<file path="src/memory_cycle_defs.vh">
`ifndef MEMORY_CYCLE_DEFS_VH
`define MEMORY_CYCLE_DEFS_VH

// ****************************************
// Timing
// ****************************************
`define CLOCK_PERIOD_NS 50
`define STATE_TIME_NS 400
`define STATE_CYCLES ((`STATE_TIME_NS + `CLOCK_PERIOD_NS - 1) / `CLOCK_PERIOD_NS)

// ****************************************
// Memory select codes
// ****************************************
`define MEM_S 2'h0
`define MEM_T 2'h1
`define MEM_VFF 2'h2
`define MEM_VT 2'h3

// ****************************************
// Instruction class codes
// ****************************************
`define CLASS_A 2'h0
`define CLASS_B 2'h1
`define CLASS_C 2'h2

// ****************************************
// Counter time states
// ****************************************
`define ST_00 5'h00
`define ST_01 5'h01
`define ST_02 5'h02
`define ST_03 5'h03
`define ST_04 5'h04
`define ST_05 5'h05
`define ST_06 5'h06
`define ST_09 5'h09
`define ST_10 5'h0A
`define ST_11 5'h0B
`define ST_13 5'h0D
`define ST_14 5'h0E
`define ST_15 5'h0F
`define ST_16 5'h10
`define ST_21 5'h15
`define ST_22 5'h16
`define ST_23 5'h17
`define ST_24 5'h18
`define ST_25 5'h19
`define ST_31 5'h1F

`endif

</file>
<file path="src/instr_path_table.v">
`timescale 1ns/1ps
`default_nettype none
`include "memory_cycle_defs.vh"

module instr_path_table (
   input wire [4:0] state_in,
   input wire [1:0] mem_in,
   input wire final_cycle_in,
   output reg [4:0] next_state_out
);

   // ****************************************
   // Next memory-cycle state, hop or skip
   // ****************************************
   always @* begin
      next_state_out = `ST_00;
      case (state_in)
         `ST_00: next_state_out = `ST_01;
         `ST_01: next_state_out = final_cycle_in ? `ST_09 : `ST_02;
         `ST_02: next_state_out = (mem_in == `MEM_VFF) ? `ST_09 : `ST_03;
         `ST_03: next_state_out = (mem_in == `MEM_S) ? `ST_04 : `ST_09;
         `ST_04: next_state_out = `ST_05;
         `ST_05: next_state_out = `ST_06;
         `ST_06: next_state_out = `ST_09;
         `ST_14: begin
            // Faster memories skip to 22 early
            if (!final_cycle_in && (mem_in == `MEM_T || mem_in == `MEM_VT))
               next_state_out = `ST_22;
            else
               next_state_out = `ST_15;
         end
         `ST_15: begin
            if (!final_cycle_in && mem_in == `MEM_S)
               next_state_out = `ST_16;
            else
               next_state_out = `ST_22;
         end
         `ST_16: next_state_out = `ST_22;
         default: begin
            if (state_in >= `ST_09 && state_in < `ST_14)
               next_state_out = state_in + 5'h01;
            else
               next_state_out = `ST_00;
         end
      endcase
   end

endmodule
`default_nettype wire

</file>
<file path="src/operand_path_table.v">
`timescale 1ns/1ps
`default_nettype none
`include "memory_cycle_defs.vh"

module operand_path_table (
   input wire [4:0] state_in,
   input wire [1:0] mem_in,
   input wire extend_in,
   output reg [4:0] next_state_out
);

   // ****************************************
   // Next operand state, extension in middle
   // ****************************************
   always @* begin
      next_state_out = `ST_00;
      case (state_in)
         `ST_00: next_state_out = `ST_01;
         `ST_01: next_state_out = `ST_02;
         `ST_02: next_state_out = (mem_in == `MEM_T) ? `ST_09 : `ST_03;
         `ST_03: next_state_out = (mem_in == `MEM_S) ? `ST_04 : `ST_09;
         `ST_04: next_state_out = `ST_05;
         `ST_05: next_state_out = `ST_06;
         `ST_06: next_state_out = `ST_09;
         `ST_09: next_state_out = `ST_10;
         `ST_10: next_state_out = `ST_11;
         `ST_11: next_state_out = `ST_13;
         `ST_13: begin
            if (extend_in)
               next_state_out = `ST_24;
            else if (mem_in != `MEM_T)
               next_state_out = `ST_14;
            else
               next_state_out = `ST_21;
         end
         `ST_14: next_state_out = `ST_21;
         `ST_24: next_state_out = `ST_25;
         `ST_25: next_state_out = (mem_in != `MEM_T) ? `ST_14 : `ST_21;
         `ST_21: next_state_out = `ST_22;
         `ST_22: next_state_out = `ST_23;
         `ST_23: next_state_out = `ST_31;
         default: next_state_out = `ST_00;
      endcase
   end

endmodule
`default_nettype wire

</file>
<file path="src/memory_cycle_sequencer.v">
`timescale 1ns/1ps
`default_nettype none
`include "memory_cycle_defs.vh"

module memory_cycle_sequencer (
   input wire clock_in,
   input wire reset_in,
   input wire start_request_in,
   input wire deferred_address_flag_in,
   input wire [1:0] instr_mem_in,
   input wire [1:0] operand_mem_in,
   input wire [1:0] instr_class_in,
   input wire has_operand_in,
   input wire operand_load_class_flag_in,
   input wire complement_memory_instr_in,
   input wire insert_instr_in,
   input wire no_overlap_in,
   input wire sequence_change_in,
   input wire decision_pending_in,
   input wire delay_sync_busy_in,
   input wire execute_wait_in,
   input wire operand_wait_in,
   output reg [4:0] instr_cycle_counter_out,
   output reg [4:0] operand_cycle_counter_out,
   output reg instr_running_out,
   output reg operand_running_out,
   output reg operand_busy_interlock_out,
   output reg abandon_out,
   output reg state_step_out
);

   // ****************************************
   // Time step
   // ****************************************
   localparam integer STATE_CYCLES = `STATE_CYCLES;
   localparam [31:0] STEP_LAST = STATE_CYCLES - 1;

   function is_v_memory;
      input [1:0] mem;
      begin
         is_v_memory = mem[1];
      end
   endfunction

   function is_flipflop_memory;
      input [1:0] mem;
      begin
         is_flipflop_memory = (mem == `MEM_VFF);
      end
   endfunction

   reg [3:0] step_count;
   wire step_tick;

   // Every state lasts one or more fixed steps; counters move only on the tick
   assign step_tick = (step_count == STEP_LAST[3:0]);

   // Inputs act only on a tick; hold them as levels
   always @(posedge clock_in or posedge reset_in) begin
      if (reset_in) begin
         step_count <= 4'h0;
         state_step_out <= 1'b0;
      end else begin
         state_step_out <= step_tick;
         if (step_tick)
            step_count <= 4'h0;
         else
            step_count <= step_count + 4'h1;
      end
   end

   // ****************************************
   // Latched cycle context
   // ****************************************
   reg [1:0] fetch_mem;
   reg [1:0] fetch_class;
   reg fetch_final;
   reg fetch_has_operand;
   reg [1:0] op_mem;
   reg op_extend;
   reg op_pending;
   reg [1:0] pend_mem;
   reg pend_extend;

   wire [4:0] instr_table_next;
   wire [4:0] operand_table_next;
   wire overlap_allowed;
   wire instr_may_start;
   wire operand_may_start;
   wire modify_or_non_load;
   wire now_extend;

   // ****************************************
   // Path lookups
   // ****************************************

   instr_path_table instr_table (
      .state_in(instr_cycle_counter_out),
      .mem_in(fetch_mem),
      .final_cycle_in(fetch_final),
      .next_state_out(instr_table_next)
   );

   operand_path_table operand_table (
      .state_in(operand_cycle_counter_out),
      .mem_in(op_mem),
      .extend_in(op_extend),
      .next_state_out(operand_table_next)
   );

   // ****************************************
   // Start interlocks
   // ****************************************

   // Different memories overlap unless the interlock flag says no
   // Live inputs: operand memory must stay steady while busy
   assign overlap_allowed = !no_overlap_in &&
      (instr_mem_in != operand_mem_in);

   // Operand busy stalls the next fetch when overlap is barred
   // Waiting operand stalls it too: one overlap at most
   assign instr_may_start = start_request_in && !instr_running_out &&
      !op_pending &&
      (!operand_busy_interlock_out || overlap_allowed);

   // Operand waits at rest until fetch has handed over at 24
   assign operand_may_start = op_pending && !operand_running_out &&
      !operand_busy_interlock_out;

   // Non-load S or T, and modify instructions, lengthen operand
   assign modify_or_non_load = complement_memory_instr_in ||
      insert_instr_in ||
      (!operand_load_class_flag_in && !is_v_memory(operand_mem_in));
   assign now_extend = modify_or_non_load;

   // ****************************************
   // Instruction counter
   // ****************************************
   reg [4:0] next_instr_state;
   reg next_instr_running;
   reg next_abandon;
   reg reach_24;

   always @* begin
      next_instr_state = instr_cycle_counter_out;
      next_instr_running = instr_running_out;
      next_abandon = 1'b0;
      reach_24 = 1'b0;
      if (!instr_running_out) begin
         if (instr_may_start && step_tick) begin
            next_instr_running = 1'b1;
            next_instr_state = `ST_00;
         end
      end else if (step_tick) begin
         case (instr_cycle_counter_out)
            `ST_02: begin
               if (is_flipflop_memory(fetch_mem) && !fetch_final &&
                   sequence_change_in) begin
                  next_instr_state = `ST_00;
                  next_instr_running = 1'b0;
                  next_abandon = 1'b1;
               end else begin
                  next_instr_state = instr_table_next;
               end
            end
            `ST_22: begin
               if (sequence_change_in) begin
                  next_instr_state = `ST_00;
                  next_instr_running = 1'b0;
                  next_abandon = 1'b1;
               end else if (decision_pending_in) begin
                  next_instr_state = `ST_23;
               end else begin
                  next_instr_state = `ST_24;
                  reach_24 = 1'b1;
               end
            end
            `ST_23: begin
               // Held while delay-sync cycles examine interlocks
               if (delay_sync_busy_in || decision_pending_in) begin
                  next_instr_state = `ST_23;
               end else if (sequence_change_in) begin
                  next_instr_state = `ST_00;
                  next_instr_running = 1'b0;
                  next_abandon = 1'b1;
               end else begin
                  next_instr_state = `ST_24;
                  reach_24 = 1'b1;
               end
            end
            `ST_24: begin
               // Class C finishes here, A and B execute 25 to 31
               if (fetch_class == `CLASS_C) begin
                  next_instr_state = `ST_00;
                  next_instr_running = 1'b0;
               end else begin
                  next_instr_state = `ST_25;
               end
            end
            `ST_25: begin
               if (execute_wait_in)
                  next_instr_state = `ST_25;
               else
                  next_instr_state = instr_cycle_counter_out + 5'h01;
            end
            `ST_31: begin
               next_instr_state = `ST_00;
               next_instr_running = 1'b0;
            end
            default: begin
               if (instr_cycle_counter_out > `ST_25)
                  next_instr_state = instr_cycle_counter_out + 5'h01;
               else
                  next_instr_state = instr_table_next;
            end
         endcase
      end
   end

   always @(posedge clock_in or posedge reset_in) begin
      if (reset_in) begin
         instr_cycle_counter_out <= `ST_00;
         instr_running_out <= 1'b0;
         abandon_out <= 1'b0;
         fetch_mem <= `MEM_S;
         fetch_class <= `CLASS_C;
         fetch_final <= 1'b0;
         fetch_has_operand <= 1'b0;
      end else begin
         instr_cycle_counter_out <= next_instr_state;
         instr_running_out <= next_instr_running;
         abandon_out <= next_abandon;
         if (!instr_running_out && next_instr_running) begin
            fetch_mem <= instr_mem_in;
            fetch_class <= instr_class_in;
            fetch_final <= deferred_address_flag_in;
            // Class A never calls for an operand
            fetch_has_operand <= has_operand_in &&
               (instr_class_in != `CLASS_A);
         end
      end
   end

   // ****************************************
   // Operand hand-over
   // ****************************************
   always @(posedge clock_in or posedge reset_in) begin
      if (reset_in) begin
         op_pending <= 1'b0;
         pend_mem <= `MEM_S;
         pend_extend <= 1'b0;
      end else if (reach_24 && fetch_has_operand) begin
         // Captured at 24 so operand starts only as its own fetch leaves 24
         op_pending <= 1'b1;
         pend_mem <= operand_mem_in;
         pend_extend <= now_extend;
      end else if (operand_may_start && step_tick) begin
         op_pending <= 1'b0;
      end
   end

   // ****************************************
   // Operand counter
   // ****************************************
   reg [4:0] next_operand_state;
   reg next_operand_running;
   reg next_busy;

   always @* begin
      next_operand_state = operand_cycle_counter_out;
      next_operand_running = operand_running_out;
      next_busy = operand_busy_interlock_out;
      if (!operand_running_out) begin
         if (operand_may_start && step_tick) begin
            next_operand_running = 1'b1;
            next_operand_state = `ST_00;
            next_busy = 1'b1;
         end
      end else if (step_tick) begin
         case (operand_cycle_counter_out)
            `ST_03: begin
               // Only the accumulator can hold the operand here
               if (operand_wait_in && is_flipflop_memory(op_mem))
                  next_operand_state = `ST_03;
               else
                  next_operand_state = operand_table_next;
            end
            `ST_31: begin
               next_operand_state = `ST_00;
               next_operand_running = 1'b0;
               next_busy = 1'b0;
            end
            default: next_operand_state = operand_table_next;
         endcase
      end
   end

   always @(posedge clock_in or posedge reset_in) begin
      if (reset_in) begin
         operand_cycle_counter_out <= `ST_00;
         operand_running_out <= 1'b0;
         operand_busy_interlock_out <= 1'b0;
         op_mem <= `MEM_S;
         op_extend <= 1'b0;
      end else begin
         operand_cycle_counter_out <= next_operand_state;
         operand_running_out <= next_operand_running;
         operand_busy_interlock_out <= next_busy;
         if (!operand_running_out && next_operand_running) begin
            op_mem <= pend_mem;
            op_extend <= pend_extend;
         end
      end
   end

endmodule
`default_nettype wire

</file>
<file path="config.mk">
export PLATFORM = sky130hd
export DESIGN_NAME = memory_cycle_sequencer
export DESIGN_NICKNAME = d
export VERILOG_FILES = /design/src/instr_path_table.v /design/src/operand_path_table.v /design/src/memory_cycle_sequencer.v
export VERILOG_INCLUDE_DIRS = /design/src
export SDC_FILE = /design/constraint.sdc
export NUM_CORES = 1
export LEC_CHECK = 0
export BUFFER_PORTS_ARGS = -buffer_cell sky130_fd_sc_hd__buf_2
export CORE_MARGIN = 2
export CORE_UTILIZATION = 49
export CTS_BUF_LIST = sky130_fd_sc_hd__clkbuf_8
export DETAILED_ROUTE_END_ITERATION = 10
export GPL_TIMING_DRIVEN = 0
export MAX_ROUTING_LAYER = met4
export PLACE_DENSITY = 0.7
export SKIP_LAST_GASP = 1
export SLEW_MARGIN = 20
export SYNTH_ARGS = -nofsm -noshare
export SYNTH_HDL_FRONTEND = slang
export SYNTH_SLANG_ARGS = --single-unit
</file>
<file path="constraint.sdc">
create_clock -name clock_in -period 3.08 [get_ports clock_in]
set_clock_uncertainty 0.05 [all_clocks]
set_input_delay 0.616 -clock clock_in [delete_from_list [all_inputs] [get_ports clock_in]]
set_output_delay 0.616 -clock clock_in [all_outputs]
set_load 0.01 [all_outputs]
</file>
==> summary.md <==
The largest total area in the synthesized netlist belongs to sky130_fd_sc_hd__dfrtp_1. The die height works out to 76.3 µm. Share of cells above drive strength 1: 0.206. After clock tree synthesis, the flow added hold-fix buffers numbering 0. The leftover overflow at the end of global routing was 0. The area taken by flip-flops and latches was 802 µm²; the total count of max-transition violations in the final report was 0. The area fraction in compound gates after synthesis was 0.280; the remaining max-slew budget at the tightest pin was 0.558.

For the number of global-route vias before repair, the log shows 2,362. The number of buffers between clock root and the deepest sink was 2; the count of buffers inserted at the top-level ports was 34. The post-synthesis cell area is 2560 µm², and the global-route wire length before repair is 11.2 mm. At the worst endpoint, the required time is 3.21 ns. After filler insertion, the fill cell instance count of the layout stands at 493. The aggregate global-route resource usage came out at 0.243.

The tools report the number of top-level pins as 35. The net count of the finished layout is 376. In this run the power density over the cells is 622 nW/µm². Setup repair after global routing left no endpoint under its margin. For the warning count from the yosys run, the log shows 0. The XOR/XNOR share of the synthesized area is 0.0171. The detailed router finished its first iteration with 160 violations.

The routed design has 6.67 mm of wire. The detailed-route wire length per cell works out to 15.9 µm. The synthesized design contains 32 register bits.

STA classifies the critical path startpoint as a flop. The max-capacitance violation count came out at 0. The share of synthesized area occupied by flip-flops and latches is 0.313, and the fraction of synthesized cell area taken by the top area cell type is 0.303. Based on the critical path, the design can be clocked at up to 343 MHz. The standby leakage power was 0.00133 µW. After detailed routing, the number of remaining DRC violations is 0. The clock root buffer was sky130_fd_sc_hd__clkbuf_8. The async set-or-reset flop fraction in the synthesized netlist came out at 1.00. The run finished with clean final reports.

After clock tree synthesis, the repair step resized 0 gates. The number of distinct standard cells referenced by the synthesized netlist was 68; the maximum number of pins on one net before global-route repair was 33. The total design power is 1820 µW, and the final count of negative-setup-slack endpoints is 0. Clock-pin slew was measured on the worst setup and hold paths at 0.07 ns. Setup total negative slack on the finished layout was measured at 0 ns.

The post-synthesis simple-gate area fraction is 0.247, and the post-layout minimum cycle time is 2.92 ns. The core region is 5070 µm². The number of iterations in the first detailed-routing pass was 5; the synthesized net count was 335.

The setup fix buffers added after clock tree synthesis is 0, and the final HPWL from detailed placement is 5.03 mm. The total count of hold-check failures in the final report came out at 0. Critical path capture point type: a flop. In this run the worst path has a maximum fanout of 10.

The critical path is of the flop to flop type. The library cell contributing the largest single delay on the critical path was sky130_fd_sc_hd__dfrtp_1. The most numerous cell type found on the critical path is sky130_fd_sc_hd__ha_1. In the synthesized netlist, the number of instances is 308.

The multi-input combinational cells in the finished layout cover a total of 1630 µm². At the later pin of the worst-skew pair, clock insertion delay measures 0.29 ns. At the pin with the least slew margin, the transition time is 0.662 ns. The synthesized-area fraction occupied by adder cells works out to 0.0342. The min-delay analysis places its worst path in the category primary input to asynchronous set/reset pin. Number of sinks driven by the clock tree: 32. The number of synthesized flops with an enable pin works out to 0. The die area was 5820 µm².

Among all flip-flop cells after synthesis, the most frequent one is sky130_fd_sc_hd__dfrtp_1. The worst-case IR drop observed on VDD is 377 µV. Post-synthesis average cell area: 8.31 µm². TritonCTS built the clock tree.

The number of antenna diodes in the final layout is 0. Remaining antenna violation count after routing: 0. Compared with the post-synthesis result, the final layout area differs by 14.4%. Dividing the detail-routed via count by the number of cells gives 6.04. The floorplan has 26 rows. Starting utilization of the core area: 0.504. By area, the combinational part of the netlist is dominated by compound AO/OA/AOI/OAI gates.

Sorting the synthesized cells by area gives the leading types as sky130_fd_sc_hd__dfrtp_1 30%, sky130_fd_sc_hd__mux2_2 4.8%, sky130_fd_sc_hd__nand2_1 4.3%, sky130_fd_sc_hd__a21oi_1 3.9%, sky130_fd_sc_hd__o21ai_0 3.9%. Walking the worst path, the cells encountered are ha_1 > clkbuf_1 > and3_1 > ha_1 > or3b_4 > o32ai_4 > a211oi_2 > nor2b_1 > a2111oi_2. The total via count in the routed design came out at 2,538. sky130_fd_sc_hd__dfrtp_1 is the most common cell in the netlist. The weighted congestion at the end of routability-driven global placement was 0.999; the multiplexer share of the synthesized area was 0.0601. Buffers inserted during clock tree synthesis total 5. The die is 76.3 µm wide. By count the netlist is led by 31 x sky130_fd_sc_hd__dfrtp_1, 29 x sky130_fd_sc_hd__nand2_1, 20 x sky130_fd_sc_hd__a21oi_1, 20 x sky130_fd_sc_hd__nor2_1, 20 x sky130_fd_sc_hd__o21ai_0. In this design, the stage delay of the slowest critical-path cell is 0.48 ns.

Broken down by cell family, the worst path's largest delay share belongs to simple AND/OR/NAND/NOR gates. The critical path buffer and inverter count works out to 1. The logs give 0 for the number of antenna violations at the first check in global routing and 3.05 ns for the critical path arrival. The H-tree was split into 2 levels. The period utilization works out to 0.947.
-- final timing paths --
check                                                       startpoint                                       end  slack (ns)  cells after the start
worst max-delay path            instr_cycle_counter_out[0]$_DFFE_PP0P_    instr_cycle_counter_out[1]$_DFFE_PP0P_        0.16                      9
min in group clock_in                          step_count[0]$_DFF_PP0_                   step_count[0]$_DFF_PP0_        0.41                      1
worst min-delay path                                          reset_in                   step_count[0]$_DFF_PP0_        0.36                      2
max in group asynchronous                                     reset_in  operand_cycle_counter_out[4]$_DFFE_PP0P_        2.18                      2
worst max register to register  instr_cycle_counter_out[0]$_DFFE_PP0P_    instr_cycle_counter_out[1]$_DFFE_PP0P_        0.16                      9
worst min register to register                 step_count[0]$_DFF_PP0_                   step_count[0]$_DFF_PP0_        0.41                      1
-- sequential cells by signal, summed over array words and instances (netlist names) --
signal                      count
op_extend                       1
abandon_out                     1
operand_cycle_counter_out       5
fetch_mem                       2
step_count                      4
op_pending                      1
pend_extend                     1
operand_running_out             1
fetch_has_operand               1
instr_running_out               1
op_mem                          2
pend_mem                        2
instr_cycle_counter_out         5
fetch_final                     1
fetch_class                     2
state_step_out                  1
operand_busy_interlock_out      1
-- kinds of logic (layout without fill, tap and decap cells) --
kind of cell	count (synthesis)	after routing
mux	14	14
flops	32	32
simple gates	121	121
compound gates	100	100
buf+inv	29	71
fa+ha+maj	7	7
xor+xnor	5	5
-- final cells by class --
cell class | instances | area share
multi-input cells | 247 | 0.558
well taps | 70 | 0.0299
clock buffers | 5 | 0.0235
plain buffers | 15 | 0.0239
flip-flops and latches | 32 | 0.274
repair buffers | 34 | 0.0581
inverters | 14 | 0.0179
clock inverters | 3 | 0.0145
-- layout by cell type (no fill, tap or decap), drive strengths merged, types with 4 or more instances in the layout --
cell type | Yosys | layout
nand2 | 30 | 30
a21o | 6 | 6
clkbuf | 7 | 12
dfrtp | 31 | 31
buf | 8 | 42
nand3 | 13 | 13
o21ai | 23 | 23
mux2 | 11 | 11
nor2b | 8 | 8
a21oi | 21 | 21
a31oi | 6 | 6
nor3 | 12 | 12
a211oi | 5 | 5
and3 | 5 | 5
ha | 7 | 7
nand2b | 9 | 9
inv | 14 | 14
o211ai | 5 | 5
and2 | 4 | 4
nor2 | 21 | 21
-- power by group --
part,total [µW],switching (µW),internal [µW]
Sequential,540,76.5,463
Combinational,880,521,358
Clock,402,163,239
-- stage by stage --
stage                      util  setup slack [ns]  instances  area [µm²]  hold slack [ns]
after detailed placement  0.555             0.210        412        2820            0.400
final                     0.577             0.163        420        2930            0.360
after floorplan               -             0.519        308        2560            0.383
after global placement    0.555             0.161        412        2820            0.397
after global routing      0.577           0.00505        420        2930            0.431
after CTS                 0.577             0.165        420        2930            0.386
-- per-layer routing --
layer  part of all wire  track usage  up-vias
li1                   -            -     1233
met1               0.45        0.320     1190
met2               0.47        0.382      104
met3              0.066       0.0391       11
met4              0.013       0.0818        0
met5                  0            -        -
No activity file was read; power rests on OpenSTA's default activity.
